==> config.mk <==
export PLATFORM = sky130hd
export DESIGN_NAME = lsd_top
export DESIGN_NICKNAME = d
export VERILOG_FILES = /design/src/rtl/lsd_sync.v /design/src/rtl/lsd_top.v
export VERILOG_INCLUDE_DIRS = /design/src /design/src/rtl
export SDC_FILE = /design/constraint.sdc
export NUM_CORES = 1
export LEC_CHECK = 0
export BUFFER_PORTS_ARGS = -buffer_cell sky130_fd_sc_hd__buf_2
export CAP_MARGIN = 0
export CORE_MARGIN = 2
export CORE_UTILIZATION = 61
export CTS_BUF_LIST = sky130_fd_sc_hd__clkbuf_16
export CTS_CLUSTER_DIAMETER = 50
export CTS_CLUSTER_SIZE = 24
export DETAILED_ROUTE_END_ITERATION = 12
export GPL_TIMING_DRIVEN = 0
export PLACE_DENSITY_LB_ADDON = 0.15
export SLEW_MARGIN = 20
export SYNTH_ARGS = -nofsm -noshare
export SYNTH_HDL_FRONTEND = slang
export SYNTH_SLANG_ARGS = --single-unit
==> constraint.sdc <==
create_clock -name clk_sys_i -period 5.8 [get_ports clk_sys_i]
set_input_delay 0.29 -clock clk_sys_i [delete_from_list [all_inputs] [get_ports clk_sys_i]]
set_output_delay 0.29 -clock clk_sys_i [all_outputs]
set_load 0.02 [all_outputs]
==> src/rtl/lsd_map.vh <==
`ifndef LSD_MAP_VH
`define LSD_MAP_VH
`define LSD_NCH          16
`define LSD_CLK_MHZ      100
`define LSD_CHECK_NS     2000
`define LSD_CHECK_CYC    ((`LSD_CHECK_NS * `LSD_CLK_MHZ + 999) / 1000)
`define LSD_CNT_W        12
`define LSD_PAT_W        10
`define LSD_PAT_ENTER    10'h22e
`define LSD_PAT_EXIT     10'h22a
`define LSD_LOW_SAMPLES  3
`endif

==> src/rtl/lsd_sync.v <==
`timescale 1ns/1ns
`default_nettype none
module lsd_sync #(
	parameter W = 1
) (
	input  wire         clk_sys_i,
	input  wire         rst_i,
	input  wire [W-1:0] d_i,
	output reg  [W-1:0] q_o
);
	reg [W-1:0] meta_q;
	always @(posedge clk_sys_i or posedge rst_i) begin
		if (rst_i) begin
			meta_q <= {W{1'b0}};
			q_o    <= {W{1'b0}};
		end else begin
			meta_q <= d_i;
			q_o    <= meta_q;
		end
	end
endmodule // lsd_sync
`default_nettype wire

==> src/rtl/lsd_top.v <==
`timescale 1ns/1ns
`default_nettype none
`include "lsd_map.vh"
// Notes on behaviour
// - five sampled (gate,strobe) pairs 10,00,10,11,10 enter detection mode
// - five sampled pairs 10,00,10,10,10 return to normal mode
// - serial data keeps shifting in while a mode pattern is clocked, except on a gate-low pair in detection mode, which starts a check
// - in detection mode, gate falling starts the current check
// - open channel records 0, good channel records 1
// - no serial input accepted while the check runs
// - qualifying last low sample captures all check results
// - with gate high after capture, each clock shifts one status bit out
// - status loads into the same shift register that carries data
module lsd_top (
	input  wire                  clk_sys_i,
	input  wire                  rst_i,
	input  wire                  serial_clk_i,
	input  wire                  serial_in_line_i,
	input  wire                  latch_strobe_line_i,
	input  wire                  output_gate_line_n_i,
	input  wire [`LSD_NCH-1:0]   sink_current_ok_i,
	output reg                   serial_out_line_o,
	output reg  [`LSD_NCH-1:0]   sink_channel_on_o,
	output reg                   detect_mode_o,
	output reg                   check_busy_o
);
	wire [3:0] sync_w;
	lsd_sync #(.W(4)) u_sync (
		.clk_sys_i (clk_sys_i),
		.rst_i     (rst_i),
		.d_i       ({serial_clk_i, serial_in_line_i, latch_strobe_line_i, output_gate_line_n_i}),
		.q_o       (sync_w)
	);
	wire sclk_w   = sync_w[3];
	wire sdi_w    = sync_w[2];
	wire strobe_w = sync_w[1];
	wire gate_n_w = sync_w[0];
	// comparator outputs settle on their own time; two stages before capture
	wire [`LSD_NCH-1:0] ok_sync_w;
	lsd_sync #(.W(`LSD_NCH)) u_ok_sync (
		.clk_sys_i (clk_sys_i),
		.rst_i     (rst_i),
		.d_i       (sink_current_ok_i),
		.q_o       (ok_sync_w)
	);

	reg                  sclk_q;
	reg                  gate_n_q;
	reg [`LSD_NCH-1:0]   shift_q;
	reg [`LSD_NCH-1:0]   latch_q;
	reg [`LSD_PAT_W-1:0] pat_q;
	reg [1:0]            low_cnt_q;
	reg [`LSD_CNT_W-1:0] tmr_q;

	wire rise_w = sclk_w & ~sclk_q;
	wire gate_fall_w = ~gate_n_w & gate_n_q;
	wire start_w = detect_mode_o & gate_fall_w & ~check_busy_o;
	wire timer_done_w = (tmr_q >= `LSD_CHECK_CYC);
	wire [`LSD_PAT_W-1:0] pat_d = {pat_q[`LSD_PAT_W-3:0], gate_n_w, strobe_w};
	wire [1:0] low_cnt_d = (low_cnt_q == 2'h3) ? 2'h3 : low_cnt_q + 2'h1;
	// capture on a low sample that is at least the third and past 2us
	wire capture_w = check_busy_o & rise_w & ~gate_n_w &
		(low_cnt_d >= `LSD_LOW_SAMPLES) & timer_done_w;

	always @(posedge clk_sys_i or posedge rst_i) begin
		if (rst_i) begin
			sclk_q            <= 1'b0;
			// same level as the synchroniser's reset output, so no false fall
			gate_n_q          <= 1'b0;
			shift_q           <= 16'h0000;
			latch_q           <= 16'h0000;
			pat_q             <= 10'h000;
			low_cnt_q         <= 2'h0;
			tmr_q             <= 12'h000;
			detect_mode_o     <= 1'b0;
			check_busy_o      <= 1'b0;
			serial_out_line_o <= 1'b0;
			sink_channel_on_o <= 16'h0000;
		end else begin
			sclk_q   <= sclk_w;
			gate_n_q <= gate_n_w;
			if (start_w) begin
				check_busy_o <= 1'b1;
				tmr_q        <= 12'h000;
				low_cnt_q    <= 2'h0;
			end else if (check_busy_o && gate_n_w) begin
				// gate rose before capture: check abandoned at once, nothing stored
				check_busy_o <= 1'b0;
			end else if (check_busy_o && !timer_done_w) begin
				tmr_q <= tmr_q + 12'h001;
			end
			if (rise_w) begin
				pat_q <= pat_d;
				if (pat_d == `LSD_PAT_ENTER)
					detect_mode_o <= 1'b1;
				else if (pat_d == `LSD_PAT_EXIT)
					detect_mode_o <= 1'b0;
				if (capture_w) begin
					// results replace data in the one shift chain
					shift_q      <= ok_sync_w;
					check_busy_o <= 1'b0;
				end else if (check_busy_o) begin
					if (!gate_n_w)
						low_cnt_q <= low_cnt_d;
				end else if (!start_w) begin
					// a rise on the cycle the check starts is not taken as data
					// shifts also during status readout and patterns, but not on a gate-low pair in detection mode
					shift_q <= {shift_q[`LSD_NCH-2:0], sdi_w};
				end
			end
			serial_out_line_o <= shift_q[`LSD_NCH-1];
			if (strobe_w)
				latch_q <= shift_q;
			// sinks driven only while gate low
			sink_channel_on_o <= gate_n_w ? 16'h0000 : latch_q;
		end
	end
endmodule // lsd_top
`default_nettype wire

* Word-level counts from Yosys, hierarchy flattened *
Index checks and enable logic that the tools add are counted.

storage, ports and cells
  bits in registers = 115
  input bits = 22
  logic and storage cells = 63
  output and inout port bits = 19

cells by class
  equal/unequal tests = 6
  muxes and demuxes = 19
  $add $sub $neg = 2
  magnitude comparators = 2
  reductions and logical operators = 8
  bitwise logic cells = 11

operators with widths
  kind                                                                                  count
  16-bit 2-to-1 mux                                                                     4
  12-bit 2-to-1 mux                                                                     3
  10-bit == test, second input constant                                                 2
  12-bit by 1-bit adder with 12-bit output, second input constant                       1
  12-bit by 8-bit greater-or-equal comparator with 1-bit output, second input constant  1
  2-bit 2-to-1 mux                                                                      6
  1-bit AND                                                                             8
  1-bit 2-to-1 mux                                                                      6
  2-bit by 1-bit != test with 1-bit output, second input constant                       2
  2-bit AND reduction                                                                   2
  2-bit nonzero test                                                                    2
  1-bit inverter                                                                        3
  3-bit AND reduction                                                                   1
  2-bit by 1-bit adder with 2-bit output, second input constant                         1
  2-bit == test, second input constant                                                  1
  2-bit greater-or-equal comparator, second input constant                              1
  1-bit logical AND                                                                     2
  2-bit != test, second input constant                                                  1
  1-bit logical NOT                                                                     1

* Logic depth before layout (Yosys ltp) *
Gate-level depths: netlist of the first run.

  depth after elaboration = 9
  gate-level depth with buffers = 6
  gate-level depth less buffers = 4

* By module *
Synthesis of the first run repeated with hierarchy kept, for this count alone.

unflattened totals
  cell total of the unflattened synthesis = 272
  area total of the unflattened synthesis = 4021.4 µm²

by module, submodules not included
  module                 cells an instance  area each (µm²)  sequential area each (µm²)  times used
  lsd_top                230                3012.9           1876.8                      1
  lsd_sync at u_ok_sync  33                 804.5            800.8                       1
  lsd_sync at u_sync     9                  203.9            200.2                       1

* Worst setup path before layout of the first run *
OpenSTA, ideal clock, no wires.

  path kind = reg-to-reg
  from = register detect_mode_o
  to = register shift_q[0]
  arrival time = 1.485 ns
  period minus slack after synthesis = 1.611 ns
  setup slack = 4.189 ns
  buffers on the path = 2
  library setup time = 0.126 ns
  data required time = 5.674 ns
  stages on the path, launching flop included = 7
  cells stage by stage = dfrtp_1 nand2_1 o211ai_1 buf_2 buf_2 mux2i_1 a21oi_1

between the ends
  word-level cells in the longest chain between the ends = 4

RTL lines
  what                                                line           text
  start, declared                                     lsd_top.v:24   output reg detect_mode_o,
  start signal, assigned                              lsd_top.v:75   detect_mode_o <= 1'b0;
  start signal, assigned                              lsd_top.v:95   detect_mode_o <= 1'b1;
  start signal, assigned                              lsd_top.v:97   detect_mode_o <= 1'b0;
  1-bit AND (2 in series)                             lsd_top.v:57   wire start_w = detect_mode_o & gate_fall_w & ~check_busy_o;
  2-bit by 1-bit != test with 1-bit output (no line)  -
  3-bit AND reduction (no line)                       -
  end signal, assigned                                lsd_top.v:100  shift_q <= ok_sync_w;
  end signal, assigned                                lsd_top.v:108  shift_q <= {shift_q[`LSD_NCH-2:0], sdi_w};
  end, declared                                       lsd_top.v:49   reg [`LSD_NCH-1:0] shift_q;

No other way between the ends.
A chain may end at the register's enable or synchronous reset.

* Worst setup path in the final report of the first run *
  from = register tmr_q[8]
  to = register shift_q[2]

between the ends
  word-level cells in the longest chain between the ends = 4
  elaborated cells on any way between the ends = 6
  those cells by class = order compare (1); eq/ne (2); mux (1); bitwise (1); reduce/logical (1)

RTL lines
  what                                                                       line          text
  start, declared                                                            lsd_top.v:53  reg [`LSD_CNT_W-1:0] tmr_q;
  start signal, assigned                                                     lsd_top.v:90  tmr_q <= tmr_q + 12'h001;
  12-bit by 8-bit greater-or-equal comparator with 1-bit output (no line) *  -
  1-bit AND *                                                                lsd_top.v:62  wire capture_w = check_busy_o & rise_w & ~gate_n_w &
  2-bit by 1-bit != test with 1-bit output (no line)                         -
  3-bit AND reduction (no line)                                              -

Mark *: on every way between the ends. The rest lies on a longest branch, timed or not.

==> impl_metrics.json, run 1 <==
{
  "synthDistinctLibCells": 34,
  "wl_per_cell_um": 14.86,
  "detailed_place_hpwl_um": 3938,
  "yosys_warnings": 0,
  "synth-async-reset-ratio_pct": 100.0,
  "slowest_delay_ps": 500,
  "first_global_vias": 2537,
  "tritoncts": "yes",
  "relative_contribution_of_the_clock_network_to_total_power_pct": 45.9,
  "min-delay-path-class": "register to register",
  "synthesis.area_per_instance_um2": 13.68,
  "crit_path_start": "tmr_q[8]",
  "pin_count": 41,
  "yosysTopAreaCellShare_pct": 71.30,
  "critPathMaxFanout": 10,
  "antennaDiodeCount": 0,
  "cts.repair_timing.setup_buffer_count": 0,
  "place.gp.congestion": 0.7540,
  "finish.net_count": 400,
  "vias_per_cell": 5.209,
  "crit_path_top_delay_cell": "sky130_fd_sc_hd__nor4_4",
  "die-area_mm2": 0.007284,
  "layout_worst_path_cycle_share_pct": 31.58,
  "maxSlewViolCount": 0,
  "globalRouteTotalUtil_pct": 21.97,
  "power.switching_fraction_pct": 23.82,
  "combPwrFrac_pct": 10.8,
  "grt_setup_unrepaired": "false",
  "drive_above_1_share_pct": 25.77,
  "placed_cells_incl_taps": 413,
  "instances_no_fill": 465,
  "finalClockSkew_ps": 7.702,
  "postRouteAntennaNets": 0,
  "leak_pwr_uw": 0.002546,
  "crit_required_ps": 6120,
  "r2r.worst_path.cells": 5,
  "p_sw_uw": 562.9,
  "critPathTopFamily": "simple AND/OR/NAND/NOR gates",
  "synth-seq-cells": 115,
  "grt_first_pass_wirelength_um": 11940,
  "clock-root-buffer": "sky130_fd_sc_hd__clkbuf_16",
  "synthToLayoutAreaGrowth_pct": 28.92,
  "timing.final.crit_period_ps": 1831,
  "fin_setup_tns_ps": 0,
  "vias": 2422,
  "clock_latency_ps": 400,
  "post_detailed_routing_wire_length_um": 6912,
  "coreArea_mm2": 0.006386,
  "detailedRoute.firstIterationViolations": 101,
  "synthesis.instances": 295,
  "hold_start": "u_ok_sync.meta_q[2]",
  "worst_ir_drop_vdd_mv": 0.3774,
  "fmax_mhz": 546.0,
  "powerDensity_mw_per_mm2": 454.1,
  "numPortBuffers": 40,
  "critical_path.cell_chain": "nor4_4 -> a2111o_1 -> buf_2 -> nor2_1 -> a21oi_1",
  "critical_path_buf_inv_count": 1,
  "hold_path_end": "u_ok_sync.q_o[2]",
  "initial_utilization_pct": 63.21,
  "cts.htree.levels": 4,
  "tritoncts_num_sinks": 115,
  "timing.final.setup_violations": 0,
  "drv_cap": 0,
  "number_of_buffers_on_the_longest_clock_path": 2,
  "synth_nets": 319,
  "num_rows": 29,
  "max-slew-margin-rel_pct": 34.91,
  "seq_power_share_pct": 43.3,
  "p_int_uw": 1800,
  "cp_data_arrival_time_ps": 2150,
  "clk_transition_reported_paths_ps": 60,
  "kind_of_critical_path": "register to register",
  "cell_depth_of_the_worst_min_delay_path": 0,
  "synth-edff-count": 0,
  "yosysSeqAreaShare_pct": 71.30,
  "synth_top_cell_by_area": "sky130_fd_sc_hd__dfrtp_1",
  "timing.final.hold_violations": 0,
  "detail_route.first_pass.iterations": 4,
  "cts-buffers-inserted": 17,
  "crit_path_end_kind": "register",
  "worst_slew_pin_slew_ps": 968.9,
  "timing.critical_path.from_type": "register",
  "grt_antenna_before_repair": 0,
  "grt_start_max_net_pins": 64,
  "detail_route.drc_violations": 0,
  "critical_path.reg2reg.startpoint": "tmr_q[8]",
  "dominantRegCellSynth": "sky130_fd_sc_hd__dfrtp_1",
  "die_h_um": 85.35,
  "regToRegSetupSlack_ps": 3970,
  "gr-total-overflow": 0,
  "yosys-top-cells-area": "sky130_fd_sc_hd__dfrtp_1 71%, sky130_fd_sc_hd__mux2_2 4.7%, sky130_fd_sc_hd__mux2i_1 4.0%",
  "die-width_um": 85.35,
  "r2r-end": "shift_q[2]",
  "run_status": "finished clean",
  "post_syn_area_mm2": 0.004036
}
## power by group through the flow
stage | Combinational [uW] | Clock, uW | Sequential [uW]
floorplan | 149 | 0 | 1050
global placement | 233 | 0 | 1030
detailed placement | 244 | 0 | 1030
CTS | 258 | 1100 | 1020
global route | 284 | 1140 | 1040
finish | 256 | 1080 | 1020
## worst max-delay path by stage
stage	to	slack [ps]	cells after the start
6_report	shift_q[2]	3970	5
5_1_grt	shift_q[3]	3850	5
4_1_cts	shift_q[3]	3980	5
3_5_place_dp	shift_q[3]	4020	5
3_3_place_gp	tmr_q[9]	1430	2
2_1_floorplan	check_busy_o	2470	1
## timing repair
| action | 4_1_cts | 5_1_grt |
|---|---|---|
| endpoints found under the hold margin | 72 | 0 |
| hold buffers | 21 | 0 |
| resized for setup | 0 | 0 |
## worst register-to-register path, cell delays in order (launching register included)
cell and delay, ps:
sky130_fd_sc_hd__dfrtp_1 400, sky130_fd_sc_hd__nor4_4 500, sky130_fd_sc_hd__a2111o_1 350, sky130_fd_sc_hd__buf_2 280, sky130_fd_sc_hd__nor2_1 80, sky130_fd_sc_hd__a21oi_1 140
## cells in the mapped netlist (2+ instances only)
master / instances
sky130_fd_sc_hd__inv_1: 7
sky130_fd_sc_hd__a31oi_1: 2
sky130_fd_sc_hd__nand2b_1: 2
sky130_fd_sc_hd__mux2i_1: 16
sky130_fd_sc_hd__nand2_1: 30
sky130_fd_sc_hd__and2_1: 4
sky130_fd_sc_hd__o211ai_1: 2
sky130_fd_sc_hd__nor2_1: 22
sky130_fd_sc_hd__or3_1: 3
sky130_fd_sc_hd__dfrtp_1: 115
sky130_fd_sc_hd__nor2b_1: 18
sky130_fd_sc_hd__nand4_1: 5
sky130_fd_sc_hd__clkbuf_1: 5
sky130_fd_sc_hd__buf_2: 6
sky130_fd_sc_hd__mux2_2: 17
sky130_fd_sc_hd__ha_1: 2
sky130_fd_sc_hd__nand3_1: 2
sky130_fd_sc_hd__a21oi_1: 18
sky130_fd_sc_hd__xor2_1: 2
sky130_fd_sc_hd__o21ai_0: 3
## sequential cells by signal (all words and copies together) (netlist names), 2 cells and up
name and flops:
shift_q 16, u_sync.q_o 4, low_cnt_q 2, u_ok_sync.meta_q 16
tmr_q 12, pat_q 8, sink_channel_on_o 16, u_sync.meta_q 4
latch_q 16, u_ok_sync.q_o 16
## metal layers
layer	routed length (um)	GRT usage, %	vias up
li1	-	-	1154
met1	2939	27.01	1214
met2	3699	36.51	48
met3	212	7.198	6
met4	61	8.225	0
met5	0	0	-
## cell type report
type	count	area (um^2)
tap	77	96.34
timing repair buffer	62	437.9
fill	342	1182
clock inverter	14	202.7
sequential	115	2878
multi-input combinational	162	1084
inverter	7	31.28
buffer	11	48.80
clock buffer	17	425.4
## per-stage QoR
stage	power [uW]	setup slack (ps)	util [%]	instance area, um^2	hold slack, ps
global placement	1262	1429	67.85	4333	331.3
CTS	2381	3981	81.49	5204	347.8
floorplan	1196	2466	-	4036	321.4
finish	2363	3969	81.49	5204	345.8
global route	2467	3854	81.49	5204	350.9
detailed placement	1278	4025	68.36	4365	334.7
## cells in the final DEF (no fill, tap or decap), types with 2 or more instances in the layout
cell type,instances
sky130_fd_sc_hd__xor2_1,2
sky130_fd_sc_hd__and2_1,4
sky130_fd_sc_hd__dfrtp_1,115
sky130_fd_sc_hd__o211ai_1,2
sky130_fd_sc_hd__o21ai_0,3
sky130_fd_sc_hd__a31oi_1,2
sky130_fd_sc_hd__inv_1,6
sky130_fd_sc_hd__mux2_2,17
sky130_fd_sc_hd__nand2_1,30
sky130_fd_sc_hd__clkinv_4,3
sky130_fd_sc_hd__or3_1,3
sky130_fd_sc_hd__ha_1,2
sky130_fd_sc_hd__clkbuf_1,5
sky130_fd_sc_hd__nand3_1,2
sky130_fd_sc_hd__mux2i_1,16
sky130_fd_sc_hd__clkbuf_16,17
sky130_fd_sc_hd__buf_2,46
sky130_fd_sc_hd__clkinvlp_4,4
sky130_fd_sc_hd__dlygate4sd3_1,21
sky130_fd_sc_hd__bufinv_16,4
sky130_fd_sc_hd__nor2_1,22
sky130_fd_sc_hd__a21oi_1,18
sky130_fd_sc_hd__nand4_1,5
sky130_fd_sc_hd__inv_6,4
sky130_fd_sc_hd__nand2b_1,2
sky130_fd_sc_hd__nor2b_1,18
## logic make-up (layout without fill, tap and decap cells)
kind of cell	Yosys count	count (layout)	share of synthesized area [%]
DFF	115	115	71.30
and+or+nand+nor	94	94	12.03
muxes	33	33	8.710
AOI/OAI and AO/OA	30	30	4.836
buffers and inverters	18	111	1.860
xor gates and xnor gates	3	3	0.6511
adders and majority gates	2	2	0.6199
Note: power is estimated with default switching activity, not from simulation.
==> inputs of run 2 (changes only) <==
--- a/config.mk
+++ b/config.mk
@@ -6,10 +6,11 @@
 export SDC_FILE = /design/constraint.sdc
 export NUM_CORES = 1
 export LEC_CHECK = 0
+export ABC_AREA = 1
 export BUFFER_PORTS_ARGS = -buffer_cell sky130_fd_sc_hd__buf_2
 export CAP_MARGIN = 0
 export CORE_MARGIN = 2
-export CORE_UTILIZATION = 61
+export CORE_UTILIZATION = 58
 export CTS_BUF_LIST = sky130_fd_sc_hd__clkbuf_16
 export CTS_CLUSTER_DIAMETER = 50
 export CTS_CLUSTER_SIZE = 24
==> constraint.sdc (replaced) <==
create_clock -name clk_sys_i -period 1.82 [get_ports clk_sys_i]
set_input_delay 0.091 -clock clk_sys_i [delete_from_list [all_inputs] [get_ports clk_sys_i]]
set_output_delay 0.091 -clock clk_sys_i [all_outputs]
set_load 0.02 [all_outputs]
==> run 2 against run 1 <==
Register-to-register slack got worse by 3800 ps. Sequential share of layout area decreased by 2.7 points. Core utilization decreased by 4.8 points. Worst setup slack got worse by 3800 ps. Largest cell class unchanged.
==> impl_metrics.json, run 2 <==
{
  "clk_transition_reported_paths_ps": 50,
  "die-width_um": 89.38,
  "timing.final.setup_violations": 0,
  "fin_total_pwr_uw": 6711,
  "grt_antenna_before_repair": 0,
  "timing.critical_path.from_type": "register",
  "synth_top_cell_by_area": "sky130_fd_sc_hd__dfrtp_1",
  "layout.cell_area.non_filler_mm2": 0.005474,
  "leak_pwr_uw": 0.002786,
  "final_core_utilization_pct": 76.70,
  "synthDistinctLibCells": 22,
  "detailedRoute.firstIterationViolations": 222,
  "crit_path_end_kind": "register",
  "synth.cells.most_frequent": "115 x sky130_fd_sc_hd__dfrtp_1, 103 x sky130_fd_sc_hd__nand2_1, 80 x sky130_fd_sc_hd__nor2_1",
  "tritoncts": "yes",
  "numPortBuffers": 40,
  "vias": 3094,
  "antennaDiodeCount": 0,
  "drv_cap": 0,
  "drive_above_1_share_pct": 17.99,
  "num_rows": 31,
  "detail_route.drc_violations": 0,
  "placed_cells_incl_taps": 571,
  "instances_no_fill": 627,
  "synth-async-reset-ratio_pct": 100.0,
  "place.gp.congestion": 0.7914,
  "yosys-top-cells-area": "sky130_fd_sc_hd__dfrtp_1 68%, sky130_fd_sc_hd__nand2_1 9.1%, sky130_fd_sc_hd__nor2_1 7.1%",
  "kind_of_critical_path": "register to register",
  "crit_required_ps": 2110,
  "wl_per_cell_um": 13.46,
  "cp_data_arrival_time_ps": 1970,
  "critPathMaxFanout": 10,
  "clock-root-buffer": "sky130_fd_sc_hd__clkbuf_16",
  "timing.final.crit_period_ps": 1683,
  "die-area_mm2": 0.007988,
  "globalRouteTotalUtil_pct": 23.68,
  "fmax_mhz": 594.2,
  "grt_first_pass_wirelength_um": 13840,
  "synthesis.instances": 428,
  "worst_slew_pin_slew_ps": 507.0,
  "initial_utilization_pct": 59.24,
  "finish.net_count": 539,
  "max-slew-margin-rel_pct": 66.20,
  "timing.final.hold_violations": 0,
  "postRouteAntennaNets": 0,
  "min-delay-path-class": "input pin to async pin",
  "finalClockSkew_ps": 8.031,
  "cts.htree.levels": 4,
  "tritoncts_num_sinks": 115,
  "post_syn_area_mm2": 0.004228,
  "detail_route.first_pass.iterations": 5,
  "pin_count": 41,
  "die_h_um": 89.38,
  "yosys_warnings": 0,
  "layout.cells.most_common": "sky130_fd_sc_hd__dfrtp_1",
  "multi_input_comb_area_mm2": 0.001116,
  "gr-total-overflow": 0,
  "regToRegSetupSlack_ps": 140,
  "yosysSeqAreaShare_pct": 68.07,
  "synthToLayoutAreaGrowth_pct": 29.48,
  "layout.cells.most_common_list": "115 x sky130_fd_sc_hd__dfrtp_1, 103 x sky130_fd_sc_hd__nand2_1, 80 x sky130_fd_sc_hd__nor2_1",
  "maxSlewViolCount": 0,
  "detailed_place_hpwl_um": 4913,
  "seqCellArea_mm2": 0.002878,
  "layout_worst_path_cycle_share_pct": 92.46,
  "number_of_buffers_on_the_longest_clock_path": 2,
  "vias_per_cell": 4.935,
  "grt_start_max_net_pins": 28,
  "grt_setup_unrepaired": "false",
  "worst_ir_drop_vdd_mv": 0.8859,
  "num-fill-cells": 475,
  "dominantRegCellSynth": "sky130_fd_sc_hd__dfrtp_1",
  "ctsResizeCount": 0,
  "clock_latency_ps": 410,
  "post_detailed_routing_wire_length_um": 8441,
  "synth-edff-count": 0,
  "run_status": "finished clean",
  "coreArea_mm2": 0.007137,
  "first_global_vias": 3045,
  "post-synth-top-count-cell": "sky130_fd_sc_hd__dfrtp_1",
  "placed_area_mm2": 0.004651,
  "yosysTopAreaCellShare_pct": 68.07,
  "powerDensity_mw_per_mm2": 1226,
  "synth-seq-cells": 115,
  "cts-buffers-inserted": 17,
  "synth_nets": 452,
  "synthesis.area_per_instance_um2": 9.878
}
-- run 2: cells by family after synthesis --
group | count (synthesis) | synth area share, %
fa+ha+maj | 2 | 0.5918
xor+xnor | 2 | 0.4144
compound gates | 32 | 4.055
simple gates | 220 | 21.34
flops | 115 | 68.07
buf+inv | 57 | 5.534
-- run 2: timing repair --
item	in CTS	in global routing
endpoints found under the hold margin	39	0
setup buffers	0	3
hold buffers	21	0
endpoints found under the setup margin	0	2
-- run 2: per-layer routing --
layer	share of wire, %	global-route usage [%]	up-vias
met2	54	40.81	95
met4	1.1	9.498	0
met1	40	28.04	1492
met3	5.1	6.833	12
met5	0	0	-
li1	-	-	1495
-- run 2: area by class of cell --
| class | count | share of cell area [%] |
|---|---|---|
| Inverter | 45 | 3.154 |
| Buffer | 12 | 1.189 |
| Clock inverter | 15 | 3.017 |
| Sequential cell | 115 | 52.57 |
| Timing Repair Buffer | 68 | 9.646 |
| Tap cell | 99 | 2.263 |
| Multi-Input combinational cell | 256 | 20.39 |
| Clock buffer | 17 | 7.771 |
-- run 2: per-stage QoR --
step	hold WS, ps	setup WS, ps	setup TNS (ps)
2_1_floorplan	122.4	329.6	0
3_3_place_gp	198.4	-292.0	-32790
3_5_place_dp	118.3	146.4	0
4_1_cts	248.9	114.5	0
5_1_grt	285.7	2.027	0
6_report	235.0	137.2	0
-- run 2: path summary, 6_finish.rpt --
path,from,end,cells past startpoint
max,u_sync.q_o[0],tmr_q[0],9
min,rst_i,pat_q[2],3
max reg2reg,u_sync.q_o[0],tmr_q[0],9
min reg2reg,u_ok_sync.meta_q[9],u_ok_sync.q_o[9],0
max in group asynchronous,rst_i,sink_channel_on_o[6],7
min in group clk_sys_i,sink_current_ok_i[13],u_ok_sync.meta_q[13],2
-- run 2: power breakdown --
group          total, uW  switching, uW  internal (uW)  leakage, uW
combinational        525            322            203      0.00103
clock               3270           1140           2130     0.000282
sequential          2920            117           2800      0.00148
-- run 2: worst max-delay path: stages (launching register included) --
cell	delay [ps]
sky130_fd_sc_hd__dfrtp_1	370
sky130_fd_sc_hd__buf_2	200
sky130_fd_sc_hd__nor2_2	140
sky130_fd_sc_hd__inv_2	100
sky130_fd_sc_hd__nor2_4	170
sky130_fd_sc_hd__inv_1	100
sky130_fd_sc_hd__nand2_1	170
sky130_fd_sc_hd__inv_1	160
sky130_fd_sc_hd__nand2_1	100
sky130_fd_sc_hd__nand2_1	60
==> inputs of run 3 (changes only) <==
--- a/config.mk
+++ b/config.mk
@@ -8,9 +8,8 @@
 export LEC_CHECK = 0
 export ABC_AREA = 1
 export BUFFER_PORTS_ARGS = -buffer_cell sky130_fd_sc_hd__buf_2
-export CAP_MARGIN = 0
 export CORE_MARGIN = 2
-export CORE_UTILIZATION = 58
+export CORE_UTILIZATION = 61
 export CTS_BUF_LIST = sky130_fd_sc_hd__clkbuf_16
 export CTS_CLUSTER_DIAMETER = 50
 export CTS_CLUSTER_SIZE = 24
==> constraint.sdc (replaced) <==
create_clock -name clk_sys_i -period 2.2 [get_ports clk_sys_i]
set_input_delay 0.11 -clock clk_sys_i [delete_from_list [all_inputs] [get_ports clk_sys_i]]
set_output_delay 0.11 -clock clk_sys_i [all_outputs]
set_load 0.02 [all_outputs]
==> run 3 against run 2 <==
Non-clock buffer count decreased by 4. Clock skew fell by 3.6 ps. Critical path depth is the same. Cell count shrank 3.7%. Maximum frequency decreased by 0.71%. Core utilization grew 2.8 points. Combinational power fell by 20%. Global-route usage fell by 1.5 points. Total power is 20% lower. Worst setup slack better by 370 ps. Count of clock-buffer cells in the layout unchanged. Final area is 1.9% lower.
==> impl_metrics.json, run 3 (same netlist as run 2, synthesis figures left out) <==
{
  "run_status": "finished clean",
  "worst_ir_drop_vdd_mv": 0.9647,
  "detail_route.drc_violations": 0,
  "numPortBuffers": 40,
  "detailed_place_hpwl_um": 4556,
  "die_h_um": 87.25,
  "first_global_vias": 2823,
  "cp_data_arrival_time_ps": 1990,
  "hold_start": "sink_current_ok_i[6]",
  "r2r-end": "tmr_q[3]",
  "leak_pwr_uw": 0.002747,
  "seqCellArea_mm2": 0.002878,
  "synthToLayoutAreaGrowth_pct": 27.08,
  "clk_transition_reported_paths_ps": 60,
  "grt_start_max_net_pins": 34,
  "vias": 2868,
  "grt_antenna_before_repair": 0,
  "detailedRoute.firstIterationViolations": 163,
  "vias_per_cell": 4.748,
  "r2r.worst_path.cells": 9,
  "critical_path.reg2reg.startpoint": "u_sync.q_o[0]",
  "ctsResizeCount": 0,
  "layout.cells.most_common": "sky130_fd_sc_hd__dfrtp_1",
  "worst_slew_pin_slew_ps": 699.8,
  "min-delay-path-class": "input pin to register",
  "fin_total_pwr_uw": 5377,
  "timing.final.crit_period_ps": 1695,
  "pin_count": 41,
  "crit_required_ps": 2490,
  "fmax_mhz": 590.0,
  "globalRouteTotalUtil_pct": 22.18,
  "fin_setup_tns_ps": 0,
  "finish.net_count": 535,
  "timing.critical_path.from_type": "register",
  "wl_per_cell_um": 11.93,
  "finalClockSkew_ps": 4.430,
  "multi_input_comb_area_mm2": 0.001116,
  "num_rows": 30,
  "die-width_um": 87.25,
  "drive_above_1_share_pct": 17.94,
  "coreArea_mm2": 0.006756,
  "grt_setup_unrepaired": "false",
  "initial_utilization_pct": 62.57,
  "timing.final.setup_violations": 0,
  "kind_of_critical_path": "register to register",
  "critPathMaxFanout": 10,
  "tritoncts_num_sinks": 115,
  "antennaDiodeCount": 0,
  "cell_depth_of_the_worst_min_delay_path": 2,
  "gr-total-overflow": 0,
  "timing.final.hold_violations": 0,
  "number_of_buffers_on_the_longest_clock_path": 2,
  "crit_path_end_kind": "register",
  "tritoncts": "yes",
  "hold_path_end": "u_ok_sync.meta_q[6]",
  "layout.cells.most_common_list": "115 x sky130_fd_sc_hd__dfrtp_1, 103 x sky130_fd_sc_hd__nand2_1, 80 x sky130_fd_sc_hd__nor2_1",
  "regToRegSetupSlack_ps": 510,
  "num-fill-cells": 447,
  "clock-root-buffer": "sky130_fd_sc_hd__clkbuf_16",
  "clock_latency_ps": 400,
  "drv_cap": 0,
  "grt_first_pass_wirelength_um": 12680,
  "detail_route.first_pass.iterations": 4,
  "maxSlewViolCount": 0,
  "cts.htree.levels": 4,
  "postRouteAntennaNets": 0,
  "die-area_mm2": 0.007613,
  "place.gp.congestion": 0.8543,
  "cts-buffers-inserted": 17,
  "layout_worst_path_cycle_share_pct": 77.04,
  "max-slew-margin-rel_pct": 53.25,
  "post_detailed_routing_wire_length_um": 7206,
  "powerDensity_mw_per_mm2": 1001
}
==> run 3: cell count changes in the layout (fill, tap and decap cells not counted), moves of 3 or more <==
cell	change
sky130_fd_sc_hd__clkinv_1	-3
sky130_fd_sc_hd__clkinv_2	-3
sky130_fd_sc_hd__buf_4	-3
sky130_fd_sc_hd__inv_8	+4
sky130_fd_sc_hd__inv_6	+6
sky130_fd_sc_hd__bufinv_16	-3
==> run 3: per-layer routing <==
metal  share of wire, %  track usage (%)
met4                1.0            9.510
met1                 46            28.69
met2                 50            35.40
met5                  0                0
met3                3.3            6.161
==> run 3: layout make-up <==
cell class / instances / share of cell area [%]
multi-input cells: 256 / 20.77
flip-flops and latches: 115 / 53.56
clock buffers: 17 / 7.918
repair buffers: 64 / 8.896
inverters: 45 / 3.214
plain buffers: 12 / 1.211
well taps: 80 / 1.863
clock inverters: 15 / 2.562
==> run 3: worst max path at each step <==
stage                               end           from  slack (ps)
finish                         tmr_q[3]  u_sync.q_o[0]         510
detailed placement             tmr_q[3]  u_sync.q_o[0]         520
global placement    u_ok_sync.meta_q[4]          rst_i         130
global route                   tmr_q[5]  u_sync.q_o[0]         340
CTS                            tmr_q[3]  u_sync.q_o[0]         470
floorplan                  check_busy_o          rst_i         690
==> run 3: where the power goes <==
group	switching (uW)	total (uW)	internal (uW)
clock	1050	2550	1490
combinational	257	420	163
sequential	93.8	2410	2320
total	1410	5380	3970
==> run 3: critical path, cell delays in order, from the launching register on <==
cell	delay, ps
sky130_fd_sc_hd__dfrtp_1	370
sky130_fd_sc_hd__buf_2	190
sky130_fd_sc_hd__nor2_2	130
sky130_fd_sc_hd__inv_2	100
sky130_fd_sc_hd__nor2_4	210
sky130_fd_sc_hd__inv_1	120
sky130_fd_sc_hd__nand2_1	180
sky130_fd_sc_hd__inv_1	140
sky130_fd_sc_hd__nand2_1	90
sky130_fd_sc_hd__nand2_1	50
==> run 3: repair_timing <==
item                      4_1_cts  5_1_grt
hold buffers                   21        0
buffers inserted                0        0
hold endpoints to repair       51        0
==> run 3: through the flow <==
step | cell area [um^2] | utilization (%) | std cells | setup WS [ps] | hold WS (ps)
detailed placement | 4599 | 68.07 | 551 | 524.3 | 219.3
CTS | 5373 | 79.52 | 604 | 471.6 | 322.0
floorplan | 4232 | - | 428 | 690.6 | 141.4
global route | 5373 | 79.52 | 604 | 339.5 | 337.9
global placement | 4532 | 67.07 | 548 | 126.9 | 217.4
finish | 5373 | 79.52 | 604 | 505.1 | 342.9
